### config.mk
export PLATFORM = sky130hd
export DESIGN_NAME = icsr_ctrl
export DESIGN_NICKNAME = d
export VERILOG_FILES = /design/src/verilog/icsr_ctrl.v
export VERILOG_INCLUDE_DIRS = /design/src /design/src/verilog
export SDC_FILE = /design/constraint.sdc
export NUM_CORES = 1
export LEC_CHECK = 0
export ABC_AREA = 1
export BUFFER_PORTS_ARGS = -buffer_cell sky130_fd_sc_hd__buf_2
export CORE_MARGIN = 4
export CORE_UTILIZATION = 55
export DETAILED_ROUTE_END_ITERATION = 7
export GPL_TIMING_DRIVEN = 0
export PLACE_DENSITY = 0.85
export SYNTH_ARGS = -nofsm -noshare
export SYNTH_HDL_FRONTEND = slang
export SYNTH_SLANG_ARGS = --single-unit
### constraint.sdc
create_clock -name mclk -period 30.8 [get_ports mclk]
set_clock_uncertainty 0.1 [all_clocks]
set_input_delay 1.54 -clock mclk [delete_from_list [all_inputs] [get_ports mclk]]
set_output_delay 1.54 -clock mclk [all_outputs]
set_load 0.02 [all_outputs]
### src/verilog/icsr_map.vh
// register map and field constants for the interrupt control block
`ifndef ICSR_MAP_VH
`define ICSR_MAP_VH

// word indices (byte address = index * 4)
`define ICSR_FLAG_IDX 6'h00
`define ICSR_EN_IDX 6'h04
`define ICSR_PRIO_IDX 6'h08
`define ICSR_TAKEN_IDX 6'h18
`define ICSR_CTL1_IDX 6'h19
`define ICSR_CTL2_IDX 6'h1A
`define ICSR_STAT_IDX 6'h1B
`define ICSR_CORE_IDX 6'h1C

// interrupt_control_one fields
`define ICSR_NEST_BIT 15
`define ICSR_OVA_BIT 14
`define ICSR_OVB_BIT 13
`define ICSR_COVA_BIT 12
`define ICSR_COVB_BIT 11
`define ICSR_OVA_TRAP_EN_BIT 10
`define ICSR_OVB_TRAP_EN_BIT 9
`define ICSR_COV_TRAP_EN_BIT 8
`define ICSR_SHIFT_BIT 7
`define ICSR_DIV0_BIT 6
`define ICSR_MATH_BIT 4
`define ICSR_ADDR_BIT 3
`define ICSR_STK_BIT 2
`define ICSR_OSC_BIT 1
`define ICSR_CTL1_WMASK 16'hFFDE

// interrupt_control_two fields
`define ICSR_ALT_BIT 15
`define ICSR_TDIS_BIT 14

// cpu_status and core_control fields
`define ICSR_LVL_LO_LSB 5
`define ICSR_LVL_UP_BIT 3

// taken_vector_reg fields
`define ICSR_TVEC_LSB 0
`define ICSR_TLVL_LSB 8

// vector numbering and tables
`define ICSR_VEC_BASE 7'h08
`define ICSR_IVT_BASE 24'h00_0004
`define ICSR_AIVT_BASE 24'h00_0104
`define ICSR_LVL_MAX 3'h7

// reset values
`define ICSR_RST16 16'h0000

`endif

### src/verilog/icsr_ctrl.v
// interrupt flags, enables, priorities, arbitration and control regs
//
// Behaviour
// per-source sticky flag, set by event, sw clears
// per-source software enable bit
// per-source three-bit priority, eight levels
// taken vector number and level latched readable
// sources packed in natural bit order
// status bits 7:5 hold low cpu level
// upper level bit read-only to software
// cpu level is upper bit plus three
// upper level bit set blocks user requests
// nesting disable makes level bits read-only
// control one bit 15 nesting disable
// control one holds trap flags, enables
// control one bit 2 stack trap
// bit 1 oscillator trap, bit 0 zero
// control two bits 2:0 edge polarity
// control two bit 15 alternate table
// alternate table used for all vectors
// equal level, lower vector number wins
// request only above current cpu level
// control two bit 14 timed disable status
`include "icsr_map.vh"

module icsr_ctrl #(
  parameter NSRC = 32,
  parameter EXT0_SRC = 0,
  parameter EXT1_SRC = 20,
  parameter EXT2_SRC = 29
) (
  // clock and reset
  input wire mclk,
  input wire nrst,
  // apb slave
  input wire psel,
  input wire penable,
  input wire pwrite,
  input wire [7:0] paddr,
  input wire [31:0] pwdata,
  output reg [31:0] prdata,
  output reg pready,
  output reg pslverr,
  // peripheral request pulses, one per source
  input wire [NSRC-1:0] src_event,
  // external interrupt pins, asynchronous
  input wire [2:0] ext_pin,
  // trap cause pulses from the core
  input wire osc_fail_ev,
  input wire stack_err_ev,
  input wire addr_err_ev,
  input wire math_err_ev,
  input wire div0_ev,
  input wire shift_err_ev,
  input wire ova_ev,
  input wire ovb_ev,
  input wire cova_ev,
  input wire covb_ev,
  // core level control
  input wire trap_enter,
  input wire trap_exit,
  input wire timed_disable_active,
  input wire cpu_ack,
  // request to the cpu
  output reg irq_req_q,
  output reg [6:0] irq_vec_q,
  output reg [3:0] irq_lvl_q,
  output reg [23:0] vec_addr_q,
  // current state seen by the core
  output wire [3:0] cpu_priority_level,
  output wire alt_table_select,
  output wire acc_a_overflow_trap_en,
  output wire acc_b_overflow_trap_en,
  output wire catastrophic_trap_en
);

  localparam NFREG = (NSRC + 15) / 16;
  localparam NPREG = (NSRC + 3) / 4;

  ////////////////////////////////////////////////////////////////////////
  // state
  reg [NSRC-1:0] flag_q; // request_flag_regs
  reg [NSRC-1:0] flag_d;
  reg [NSRC-1:0] en_q; // source_enable_regs
  reg [NSRC-1:0] en_d;
  reg [2:0] prio_q [0:NSRC-1]; // source_priority_regs
  reg [2:0] prio_d [0:NSRC-1];
  reg [15:0] ctl1_q; // interrupt_control_one
  reg [15:0] ctl1_d;
  reg alt_q; // alt_table_select
  reg [2:0] pol_q; // ext2..0 edge polarity
  reg [2:0] lvl_lo_q; // low cpu level bits
  reg lvl_up_q; // cpu_priority_upper_bit
  reg [6:0] tvec_q; // taken_vector_number
  reg [3:0] tlvl_q; // taken_level
  reg [2:0] sy1_q; // pin sync stage one
  reg [2:0] sy2_q;
  reg [2:0] sy3_q;
  reg [2:0] pin_lvl_q; // filtered pin level
  reg [2:0] pin_lvl_d;
  reg [2:0] ext_edge; // qualified edge per pin
  reg [NSRC-1:0] set_ev; // all hardware set pulses
  // one loop variable per process, so none has two drivers
  integer i; // pin filter loop
  integer j; // per-source next-state loop
  integer k; // register update loop
  integer m; // arbitration loop
  integer n; // read mux loop

  ////////////////////////////////////////////////////////////////////////
  // bus decode
  wire [5:0] widx = paddr[7:2];
  // write lands only at the completing access edge
  wire wr_en = psel & penable & pready & pwrite;
  wire setup = psel & ~penable;
  wire nest_dis = ctl1_q[`ICSR_NEST_BIT];

  // outputs from flops
  // full level is upper bit over low bits
  assign cpu_priority_level = {lvl_up_q, lvl_lo_q};
  // table select goes straight to fetch logic
  assign alt_table_select = alt_q;
  assign acc_a_overflow_trap_en = ctl1_q[`ICSR_OVA_TRAP_EN_BIT];
  assign acc_b_overflow_trap_en = ctl1_q[`ICSR_OVB_TRAP_EN_BIT];
  assign catastrophic_trap_en = ctl1_q[`ICSR_COV_TRAP_EN_BIT];

  ////////////////////////////////////////////////////////////////////////
  // external pins: three flops, change counted when stages 2 and 3 agree
  always @(posedge mclk or negedge nrst) begin
    if (!nrst) begin
      sy1_q <= 3'h0;
      sy2_q <= 3'h0;
      sy3_q <= 3'h0;
      pin_lvl_q <= 3'h0;
    end else begin
      sy1_q <= ext_pin;
      sy2_q <= sy1_q;
      sy3_q <= sy2_q;
      pin_lvl_q <= pin_lvl_d;
    end
  end

  // filter and edge select
  always @* begin
    pin_lvl_d = pin_lvl_q;
    ext_edge = 3'h0;
    for (i = 0; i < 3; i = i + 1) begin
      if (sy2_q[i] == sy3_q[i]) begin
        pin_lvl_d[i] = sy3_q[i];
      end
      // polarity 1 falling, 0 rising
      if (pin_lvl_d[i] != pin_lvl_q[i]) begin
        ext_edge[i] = pol_q[i] ? ~pin_lvl_d[i] : pin_lvl_d[i];
      end
    end
  end

  // merge peripheral pulses with pin edges
  always @* begin
    set_ev = src_event;
    set_ev[EXT0_SRC] = src_event[EXT0_SRC] | ext_edge[0];
    set_ev[EXT1_SRC] = src_event[EXT1_SRC] | ext_edge[1];
    set_ev[EXT2_SRC] = src_event[EXT2_SRC] | ext_edge[2];
  end

  ////////////////////////////////////////////////////////////////////////
  // next state of per-source registers
  always @* begin
    flag_d = flag_q;
    en_d = en_q;
    for (j = 0; j < NSRC; j = j + 1) begin
      prio_d[j] = prio_q[j];
      // source j at bit j mod 16 of word j/16
      if (wr_en && widx == `ICSR_FLAG_IDX + j / 16) begin
        flag_d[j] = pwdata[j % 16];
      end
      // hardware set wins over a clearing write
      flag_d[j] = flag_d[j] | set_ev[j];
      // individual enable
      if (wr_en && widx == `ICSR_EN_IDX + j / 16) begin
        en_d[j] = pwdata[j % 16];
      end
      // three-bit level, four per word
      if (wr_en && widx == `ICSR_PRIO_IDX + j / 4) begin
        prio_d[j] = pwdata[(j % 4) * 4 +: 3];
      end
    end
  end

  // trap flags and enables
  always @* begin
    ctl1_d = ctl1_q;
    if (wr_en && widx == `ICSR_CTL1_IDX) begin
      // nesting bit is plain read/write
      ctl1_d = pwdata[15:0] & `ICSR_CTL1_WMASK;
    end
    // trap causes set, events beat clears
    ctl1_d[`ICSR_OVA_BIT] = ctl1_d[`ICSR_OVA_BIT] | ova_ev;
    ctl1_d[`ICSR_OVB_BIT] = ctl1_d[`ICSR_OVB_BIT] | ovb_ev;
    ctl1_d[`ICSR_COVA_BIT] = ctl1_d[`ICSR_COVA_BIT] | cova_ev;
    ctl1_d[`ICSR_COVB_BIT] = ctl1_d[`ICSR_COVB_BIT] | covb_ev;
    ctl1_d[`ICSR_SHIFT_BIT] = ctl1_d[`ICSR_SHIFT_BIT] | shift_err_ev;
    ctl1_d[`ICSR_DIV0_BIT] = ctl1_d[`ICSR_DIV0_BIT] | div0_ev;
    ctl1_d[`ICSR_MATH_BIT] = ctl1_d[`ICSR_MATH_BIT] | math_err_ev;
    ctl1_d[`ICSR_ADDR_BIT] = ctl1_d[`ICSR_ADDR_BIT] | addr_err_ev;
    // stack trap flag
    ctl1_d[`ICSR_STK_BIT] = ctl1_d[`ICSR_STK_BIT] | stack_err_ev;
    // oscillator trap flag, bit 0 held zero
    ctl1_d[`ICSR_OSC_BIT] = ctl1_d[`ICSR_OSC_BIT] | osc_fail_ev;
  end

  ////////////////////////////////////////////////////////////////////////
  // register update
  always @(posedge mclk or negedge nrst) begin
    if (!nrst) begin
      flag_q <= {NSRC{1'b0}};
      en_q <= {NSRC{1'b0}};
      for (k = 0; k < NSRC; k = k + 1) begin
        prio_q[k] <= 3'h0;
      end
      ctl1_q <= `ICSR_RST16;
    end else begin
      flag_q <= flag_d;
      en_q <= en_d;
      for (k = 0; k < NSRC; k = k + 1) begin
        prio_q[k] <= prio_d[k];
      end
      ctl1_q <= ctl1_d;
    end
  end

  // control two: table select and pin polarity
  always @(posedge mclk or negedge nrst) begin
    if (!nrst) begin
      alt_q <= 1'b0;
      pol_q <= 3'h0;
    end else if (wr_en && widx == `ICSR_CTL2_IDX) begin
      // bit 15 table select
      alt_q <= pwdata[`ICSR_ALT_BIT];
      // bits 2:0 polarity
      pol_q <= pwdata[2:0];
    end
  end

  ////////////////////////////////////////////////////////////////////////
  // arbitration: highest level above cpu, ties to lowest index
  reg [2:0] best_lvl;
  reg [6:0] best_idx;
  reg found;
  always @* begin
    best_lvl = 3'h0;
    best_idx = 7'h00;
    found = 1'b0;
    // walk down so an equal level at a lower index takes over
    for (m = NSRC - 1; m >= 0; m = m - 1) begin
      // flag, enable and level above cpu
      // upper bit set blocks everything
      if (flag_q[m] && en_q[m] && !lvl_up_q &&
          prio_q[m] > lvl_lo_q) begin
        // equal level, lower index wins
        if (!found || prio_q[m] >= best_lvl) begin
          best_lvl = prio_q[m];
          best_idx = m[6:0];
          found = 1'b1;
        end
      end
    end
  end

  // registered request and vector toward the cpu
  always @(posedge mclk or negedge nrst) begin
    if (!nrst) begin
      irq_req_q <= 1'b0;
      irq_vec_q <= 7'h00;
      irq_lvl_q <= 4'h0;
      vec_addr_q <= 24'h00_0000;
    end else begin
      irq_req_q <= found;
      irq_vec_q <= best_idx + `ICSR_VEC_BASE;
      irq_lvl_q <= {1'b0, best_lvl};
      // alternate base for every vector
      vec_addr_q <= (alt_q ? `ICSR_AIVT_BASE : `ICSR_IVT_BASE) +
        {16'h0000, best_idx + `ICSR_VEC_BASE, 1'b0};
    end
  end

  ////////////////////////////////////////////////////////////////////////
  // cpu level and taken vector
  always @(posedge mclk or negedge nrst) begin
    if (!nrst) begin
      lvl_lo_q <= 3'h0;
      tvec_q <= 7'h00;
      tlvl_q <= 4'h0;
    end else if (cpu_ack && irq_req_q) begin
      // latch vector and its level on acceptance
      tvec_q <= irq_vec_q;
      tlvl_q <= irq_lvl_q;
      // no nesting: level forced to 7 while serviced
      lvl_lo_q <= nest_dis ? `ICSR_LVL_MAX : irq_lvl_q[2:0];
    end else if (wr_en && widx == `ICSR_STAT_IDX) begin
      // writes ignored while nesting disabled
      if (!nest_dis) begin
        // software sets low level bits
        lvl_lo_q <= pwdata[`ICSR_LVL_LO_LSB +: 3];
      end
    end
  end

  // upper level bit follows core trap entry and exit only
  always @(posedge mclk or negedge nrst) begin
    if (!nrst) begin
      lvl_up_q <= 1'b0;
    end else if (trap_enter) begin
      // no bus path writes this bit
      lvl_up_q <= 1'b1;
    end else if (trap_exit) begin
      lvl_up_q <= 1'b0;
    end
  end

  ////////////////////////////////////////////////////////////////////////
  // read mux and address check
  reg [15:0] rd_d;
  reg hit;
  always @* begin
    rd_d = 16'h0000;
    hit = 1'b1;
    if (widx < `ICSR_FLAG_IDX + NFREG) begin
      for (n = 0; n < NSRC; n = n + 1) begin
        if (widx == `ICSR_FLAG_IDX + n / 16) begin
          rd_d[n % 16] = flag_q[n];
        end
      end
    end else if (widx >= `ICSR_EN_IDX &&
                 widx < `ICSR_EN_IDX + NFREG) begin
      for (n = 0; n < NSRC; n = n + 1) begin
        if (widx == `ICSR_EN_IDX + n / 16) begin
          rd_d[n % 16] = en_q[n];
        end
      end
    end else if (widx >= `ICSR_PRIO_IDX &&
                 widx < `ICSR_PRIO_IDX + NPREG) begin
      for (n = 0; n < NSRC; n = n + 1) begin
        if (widx == `ICSR_PRIO_IDX + n / 4) begin
          rd_d[(n % 4) * 4 +: 3] = prio_q[n];
        end
      end
    end else if (widx == `ICSR_TAKEN_IDX) begin
      rd_d[`ICSR_TVEC_LSB +: 7] = tvec_q;
      rd_d[`ICSR_TLVL_LSB +: 4] = tlvl_q;
    end else if (widx == `ICSR_CTL1_IDX) begin
      rd_d = ctl1_q;
    end else if (widx == `ICSR_CTL2_IDX) begin
      rd_d[`ICSR_ALT_BIT] = alt_q;
      // live timed-disable status, read only
      rd_d[`ICSR_TDIS_BIT] = timed_disable_active;
      rd_d[2:0] = pol_q;
    end else if (widx == `ICSR_STAT_IDX) begin
      rd_d[`ICSR_LVL_LO_LSB +: 3] = lvl_lo_q;
    end else if (widx == `ICSR_CORE_IDX) begin
      rd_d[`ICSR_LVL_UP_BIT] = lvl_up_q;
    end else begin
      // unmapped: zero data with error
      hit = 1'b0;
    end
  end

  // answer registered in setup, so access completes in one cycle
  always @(posedge mclk or negedge nrst) begin
    if (!nrst) begin
      prdata <= 32'h0000_0000;
      pready <= 1'b0;
      pslverr <= 1'b0;
    end else begin
      pready <= setup;
      pslverr <= setup & ~hit;
      if (setup && !pwrite) begin
        prdata <= {16'h0000, rd_d};
      end
    end
  end

endmodule

* Word level (Yosys, flattened, before mapping)
Cells that the tools add are included.
** Word-level totals
- Register bits after elaboration :: 243
- Input bits :: 94
- Output and inout bits :: 78
- Word-level logic and storage cells :: 753
** Operators by class
- Add/subtract/negate cells :: 2
- $lt $le $gt $ge :: 68
- Equality and inequality tests :: 23
- Multiplexer cells :: 368
- Bitwise gates (word level) :: 55
- Reduce and logical (&&, ||, !) cells :: 183
** Operator list (count)
- two-way mux 7 bit :: 63
- two-way mux 3 bit :: 107
- two-way mux 1 bit :: 187
- logical AND 1 bit :: 115
- > comparator 3 bit :: 32
- greater-or-equal comparator 3 bit :: 31
- equality test 6 x 4 -> 1 bit (second input constant) :: 8
- bitwise OR 1 bit :: 45
- zero test 1 bit :: 33
- two-way mux 16 bit :: 2
- logical OR 1 bit :: 31
- equality test 6 x 5 -> 1 bit (second input constant) :: 5
- two-way mux 15 bit :: 1
- equality test 6 x 3 -> 1 bit (second input constant) :: 2
- two-way mux 4 bit :: 3
- adder 9 x 8 -> 10 bit :: 1
- two-way mux 9 bit :: 1
- adder 7 x 4 -> 7 bit (second input constant) :: 1
- equality test 6 x 1 -> 1 bit (second input constant) :: 1
- greater-or-equal comparator 6 x 3 -> 1 bit (second input constant) :: 1
- greater-or-equal comparator 6 x 4 -> 1 bit (second input constant) :: 1
- zero test 6 bit :: 1
- less-than comparator 6 x 2 -> 1 bit (second input constant) :: 1
- less-than comparator 6 x 3 -> 1 bit (second input constant) :: 1
- 11 further kinds :: 25

* Logic depth before layout (Yosys ltp)
- Word-level depth :: 130
- Depth in mapped cells :: 294

* Worst setup path before layout
Ideal clock, no wire load.
- Kind :: register -> register
- From :: register lvl_lo_q[2]
- To :: register vec_addr_q[5]
- Library setup time :: 0.123 ns
- Data arrival time :: 31.592 ns
- Data required time :: 30.577 ns
- Path slack :: -1.015 ns
- Stages on the path, launching flop included :: 265
- Path buffers :: 0
- Clock period less this slack :: 31.815 ns
- Cells stage by stage :: dfrtp_1 > inv_1 > ha_1 > nand3_1 > nand2_1 > nor2_1 > nand2_1 > ha_1 > and3_1 > nor2_1 > nand2_1 > nand2_1 > nand2_1 > o21ai_0 > ha_1 > a21oi_1 > o21ai_0 > nor2_1 > (+229 left out) > o2111ai_1 > nand2_1 > inv_1 > nand2_1 > nand2_1 > inv_1 > ha_1 > o21ai_0 > nand2_1 > a21oi_1 > o21ai_0 > nand2_1 > nand2_1 > nor2_1 > nand2_4 > nor4_1 > ha_1 > xor2_1
** On the way
- Longest elaborated chain between the ends :: 129
- Elaborated cells on any way between the ends :: 344
- Those cells by class :: add/sub: 2; order compare: 63; mux: 185; reduce/logical: 94
** RTL lines
- from (decl) :: line icsr_ctrl.v:92 : reg [2:0] lvl_lo_q;
- from (signal assigned) :: line icsr_ctrl.v:299 : lvl_lo_q <= nest_dis ? `ICSR_LVL_MAX : irq_lvl_q[2:0];
- from (signal assigned) :: line icsr_ctrl.v:304 : lvl_lo_q <= pwdata[`ICSR_LVL_LO_LSB +: 3];
- > comparator 3 bit :: line icsr_ctrl.v:259 : prio_q[m] > lvl_lo_q) begin
- logical AND 1 bit :: line icsr_ctrl.v:258 : if (flag_q[m] && en_q[m] && !lvl_up_q &&
- two-way mux 3 bit / two-way mux 1 bit (equally long branches) :: line icsr_ctrl.v:258
- greater-or-equal comparator 3 bit / zero test 1 bit (equally long branches) :: line icsr_ctrl.v:261 : if (!found || prio_q[m] >= best_lvl) begin
- logical OR 1 bit :: line icsr_ctrl.v:261
- two-way mux 3 bit / two-way mux 1 bit (equally long branches) :: line icsr_ctrl.v:261
- two-way mux 3 bit / two-way mux 1 bit (equally long branches) :: line icsr_ctrl.v:258
- greater-or-equal comparator 3 bit / zero test 1 bit (equally long branches) :: line icsr_ctrl.v:261
- (+113 left out)
- two-way mux 3 bit / two-way mux 1 bit (equally long branches) :: line icsr_ctrl.v:261
- two-way mux 3 bit / two-way mux 1 bit (equally long branches) :: line icsr_ctrl.v:258
- greater-or-equal comparator 3 bit / zero test 1 bit (equally long branches) :: line icsr_ctrl.v:261
- logical OR 1 bit :: line icsr_ctrl.v:261
- two-way mux 7 bit :: line icsr_ctrl.v:261
- two-way mux 7 bit (*) :: line icsr_ctrl.v:258
- adder 7 x 4 -> 7 bit (no source line) (*)
- adder 9 x 8 -> 10 bit (*) :: line icsr_ctrl.v:282 : vec_addr_q <= (alt_q ? `ICSR_AIVT_BASE : `ICSR_IVT_BASE) +
- to (signal assigned) :: line icsr_ctrl.v:282
- to (decl) :: line icsr_ctrl.v:68 : output reg [23:0] vec_addr_q,
Every way passes the cells marked *; elsewhere a longest branch is shown, timed or not.
A chain may end at the register's enable or synchronous reset.

* Final worst setup path
- From :: register lvl_lo_q[1]
- To :: register vec_addr_q[5]
** On the way
- Longest elaborated chain between the ends :: 129
- Elaborated cells on any way between the ends :: 344
- Those cells by class :: add/sub: 2; order compare: 63; mux: 185; reduce/logical: 94
** RTL lines
- > comparator 3 bit :: line icsr_ctrl.v:259
- logical AND 1 bit :: line icsr_ctrl.v:258
- two-way mux 3 bit / two-way mux 1 bit (equally long branches) :: line icsr_ctrl.v:258
- greater-or-equal comparator 3 bit / zero test 1 bit (equally long branches) :: line icsr_ctrl.v:261
- logical OR 1 bit :: line icsr_ctrl.v:261
- two-way mux 3 bit / two-way mux 1 bit (equally long branches) :: line icsr_ctrl.v:261
- two-way mux 3 bit / two-way mux 1 bit (equally long branches) :: line icsr_ctrl.v:258
- greater-or-equal comparator 3 bit / zero test 1 bit (equally long branches) :: line icsr_ctrl.v:261
- (+114 left out)
- two-way mux 3 bit / two-way mux 1 bit (equally long branches) :: line icsr_ctrl.v:258
- greater-or-equal comparator 3 bit / zero test 1 bit (equally long branches) :: line icsr_ctrl.v:261
- logical OR 1 bit :: line icsr_ctrl.v:261
- two-way mux 7 bit :: line icsr_ctrl.v:261
- two-way mux 7 bit (*) :: line icsr_ctrl.v:258
- via best_idx[2] :: line icsr_ctrl.v:248 : reg [6:0] best_idx;
- adder 7 x 4 -> 7 bit (no source line) (*)
- adder 9 x 8 -> 10 bit (*) :: line icsr_ctrl.v:282
The timed path passes the listed nets; every way through them passes the cells marked *.

==> results.cfg <==
[critical_path]
arrival_ns = 33.16
rrSetupSlack_ns = -2.01
crit_top_cell = nand2_2
slowest_stage = dfrtp_2
cp_slowest_stage_delay_ns = 0.39
r2r_cells = 273
rr_endpoint = vec_addr_q[5]
required_ns = 31.15
r2r_start = lvl_lo_q[1]
cp-end-kind = flop
start_kind = flop
critical_path_class = reg -> reg
crit_fanout = 7

[min_path]
min_path_cells = 0
hp-start = sy1_q[2]
holdPathEnd = sy2_q[2]
hold_class = reg -> reg

[timing]
slew_violations = 0
setup_ws_ns = -2.008
fin_hold_ws_ns = 0.2498
period_share_pct = 106.5
final_hold_viol_count = 0
worstMarginPinSlew_ns = 1.351
rsz0062_at_grt = true
fmax_ghz = 0.03048
finalSetupViolations = 15
tns_ns = -24.61
max_slew_margin_pct = 9.308
post-route-min-period_ns = 32.81

[grt]
grt_pass1_wl_um = 94830
grt_start_max_net_pins = 96
grt_util_met2_pct = 57.54
grt_pass1_vias = 17337
antenna_found_initial = 2
busiest_layer = met2
grtUsageMet3_pct = 10.76
grt-ovfl-total = 0
grt_use_met1_pct = 44.27
grtUsageTotal_pct = 36.30

[die]
die_area_um2 = 33230
rows = 63
core_um2 = 29800
start_util_pct = 56.08
die_h_um = 182.3
die_w_um = 182.3
io_pins = 172

[clocking]
cts_tree = yes
cts_made_buffers = 26
clk_pin_slew_ns = 0.06
cts-root-buf = clkbuf_16
clock_latency_ns = 0.54
clkSinkCount = 238
clock_path_buffers = 3
h-tree-depth = 1

[drt]
avgRoutedWirePerCell_um = 23.49
firstDrtPassIters = 6
via_per_inst = 6.405
wl_um = 68290
antenna_left = 0
drc_errors = 0
drt-initial-drc-count = 2249
via_count = 18618

[power_and_ir_drop]
p_seq_share_pct = 45.9
power_density_nw_per_um2 = 32.78
p_leak_uw = 0.01019
p_int_uw = 533.5
p_comb_share_pct = 8.2
peakVddDrop_uv = 42.12
p_sw_uw = 176.8
p_sw_share_pct = 24.90
power_frac_clock_pct = 45.9

[cells_and_area]
nets = 2763
drive_gt1_share_pct = 28.54
layout_common_cells = nand2_1 (377), dfrtp_1 (235), inv_1 (232)
mostFrequentLayoutCell = nand2_1
finalInstanceArea_um2 = 21670
ff_latch_area_um2 = 5962
fillCellCount = 2006
multi_input_area_um2 = 10930
area_delta_synth_final_pct = 29.69

[synth]
synth_area_per_cell_um2 = 7.761
syn_inst = 2153
synthDistinctLibCells = 54
synthArstFlopShare_pct = 100.0
ys_seq_elements = 238
synth_edf_count = 0
dominantRegCellSynth = dfrtp_1
synth_area_um2 = 16710
ys_seq_area_share_pct = 35.64
yosys_warnings = 0

[place]
numPortBuffers = 119
dp_slack_ns = -4.208
placed_area_um2 = 18180
gp_congestion = 1.026
dp_hpwl_um = 44190

[outcome]
violations = setup timing
status = finished, violations left

[run]
drv_cap = 0
registers in the layout (all words and copies together) (netlist names), 3 cells and up:
register,flops
pin_lvl_q,3
lvl_lo_q,3
sy1_q,3
ctl1_q,14
irq_vec_q,5
pol_q,3
vec_addr_q,8
sy2_q,3
flag_q,32
irq_lvl_q,3
prio_q,96
sy3_q,3
tvec_q,6
tlvl_q,3
prdata,16
en_q,32
kinds of logic (layout without fill, tap and decap cells):
family	after synthesis	after routing	synth area share (%)
muxes	4	4	0.2695
AOI/OAI and AO/OA	489	489	17.63
DFF	238	238	35.64
and+or+nand+nor	896	896	24.62
adders and majority gates	174	174	12.98
buffers and inverters	348	678	8.671
other	1	35	0.02244
xor gates and xnor gates	3	3	0.1573
worst max-delay path: cells and delay by family (launching register included):
| family | cells | cell delay, ns |
|---|---|---|
| xor+xnor | 1 | 0.16 |
| compound gates | 63 | 8.63 |
| simple gates | 139 | 12.37 |
| flops | 1 | 0.39 |
| fa+ha+maj | 32 | 7.99 |
| buf+inv | 38 | 3.03 |
power by group through the flow:
stage / clock network [uW] / logic (uW) / registers [uW]
final: 326 / 58.2 / 326
after global placement: 0 / 51.7 / 330
after detailed placement: 0 / 54.0 / 331
after global routing: 338 / 62.7 / 326
after CTS: 324 / 54.8 / 325
after floorplan: 0 / 24.0 / 332
repair_timing:
action / in CTS / in global routing
hold buffers: 0 / 0
pin swaps: 63 / 162
endpoints found under the hold margin: 0 / 0
cloned: 2 / 0
gates resized for setup: 89 / 233
setup buffers: 84 / 79
setup endpoints to repair: 15 / 15
synth_stat cells (14+ instances only):
cell | instances | area [um^2]
a22oi_1 | 19 | 142.6
ha_1 | 171 | 2140
nand3_2 | 23 | 230.2
inv_1 | 251 | 942.2
nand2_2 | 87 | 544.3
nor3_1 | 16 | 80.08
a211oi_1 | 23 | 172.7
nor2_1 | 158 | 593.1
nand2_1 | 434 | 1629
o21ai_0 | 263 | 1316
dfrtp_1 | 238 | 5956
a21oi_1 | 59 | 295.3
nand3_1 | 119 | 595.6
o31ai_1 | 16 | 120.1
a211o_1 | 39 | 341.6
clkbuf_1 | 54 | 202.7
nand4_1 | 19 | 118.9
buf_4 | 36 | 270.3
a221oi_1 | 14 | 122.6
per-layer routing:
metal | part of all wire [%] | up-vias | routed length [um]
met3 | 13 | 428 | 8743
met5 | 0.042 | - | 29
met1 | 35 | 8770 | 23580
met2 | 45 | 1483 | 30480
li1 | - | 7933 | -
met4 | 8.0 | 4 | 5456
per-stage QoR:
step	total power, uW	instances	util, %
final	710.3	2907	72.73
after detailed placement	384.6	2697	61.03
after CTS	703.5	2829	67.15
after floorplan	356.4	2186	-
after global routing	726.9	2906	72.72
after global placement	382.1	2695	60.79
area by class of cell:
type	count	share of cell area (%)
multi-input combinational	1600	50.42
clock inverter	10	0.5947
timing repair buffer	282	8.915
timing repair inverter	2	0.04619
inverter	256	4.492
sequential	238	27.51
tap	390	2.252
clock buffer	36	3.505
buffer	92	2.252
antenna	1	0.01155
worst max path at each step:
stage,start,end,cells after the start
after floorplan,lvl_lo_q[2],vec_addr_q[5],265
after global placement,lvl_lo_q[2],vec_addr_q[5],264
after detailed placement,lvl_lo_q[2],vec_addr_q[5],264
after CTS,lvl_lo_q[2],vec_addr_q[5],270
after global routing,lvl_lo_q[2],vec_addr_q[5],273
final,lvl_lo_q[1],vec_addr_q[5],273
(Power assumes the default switching activity.)
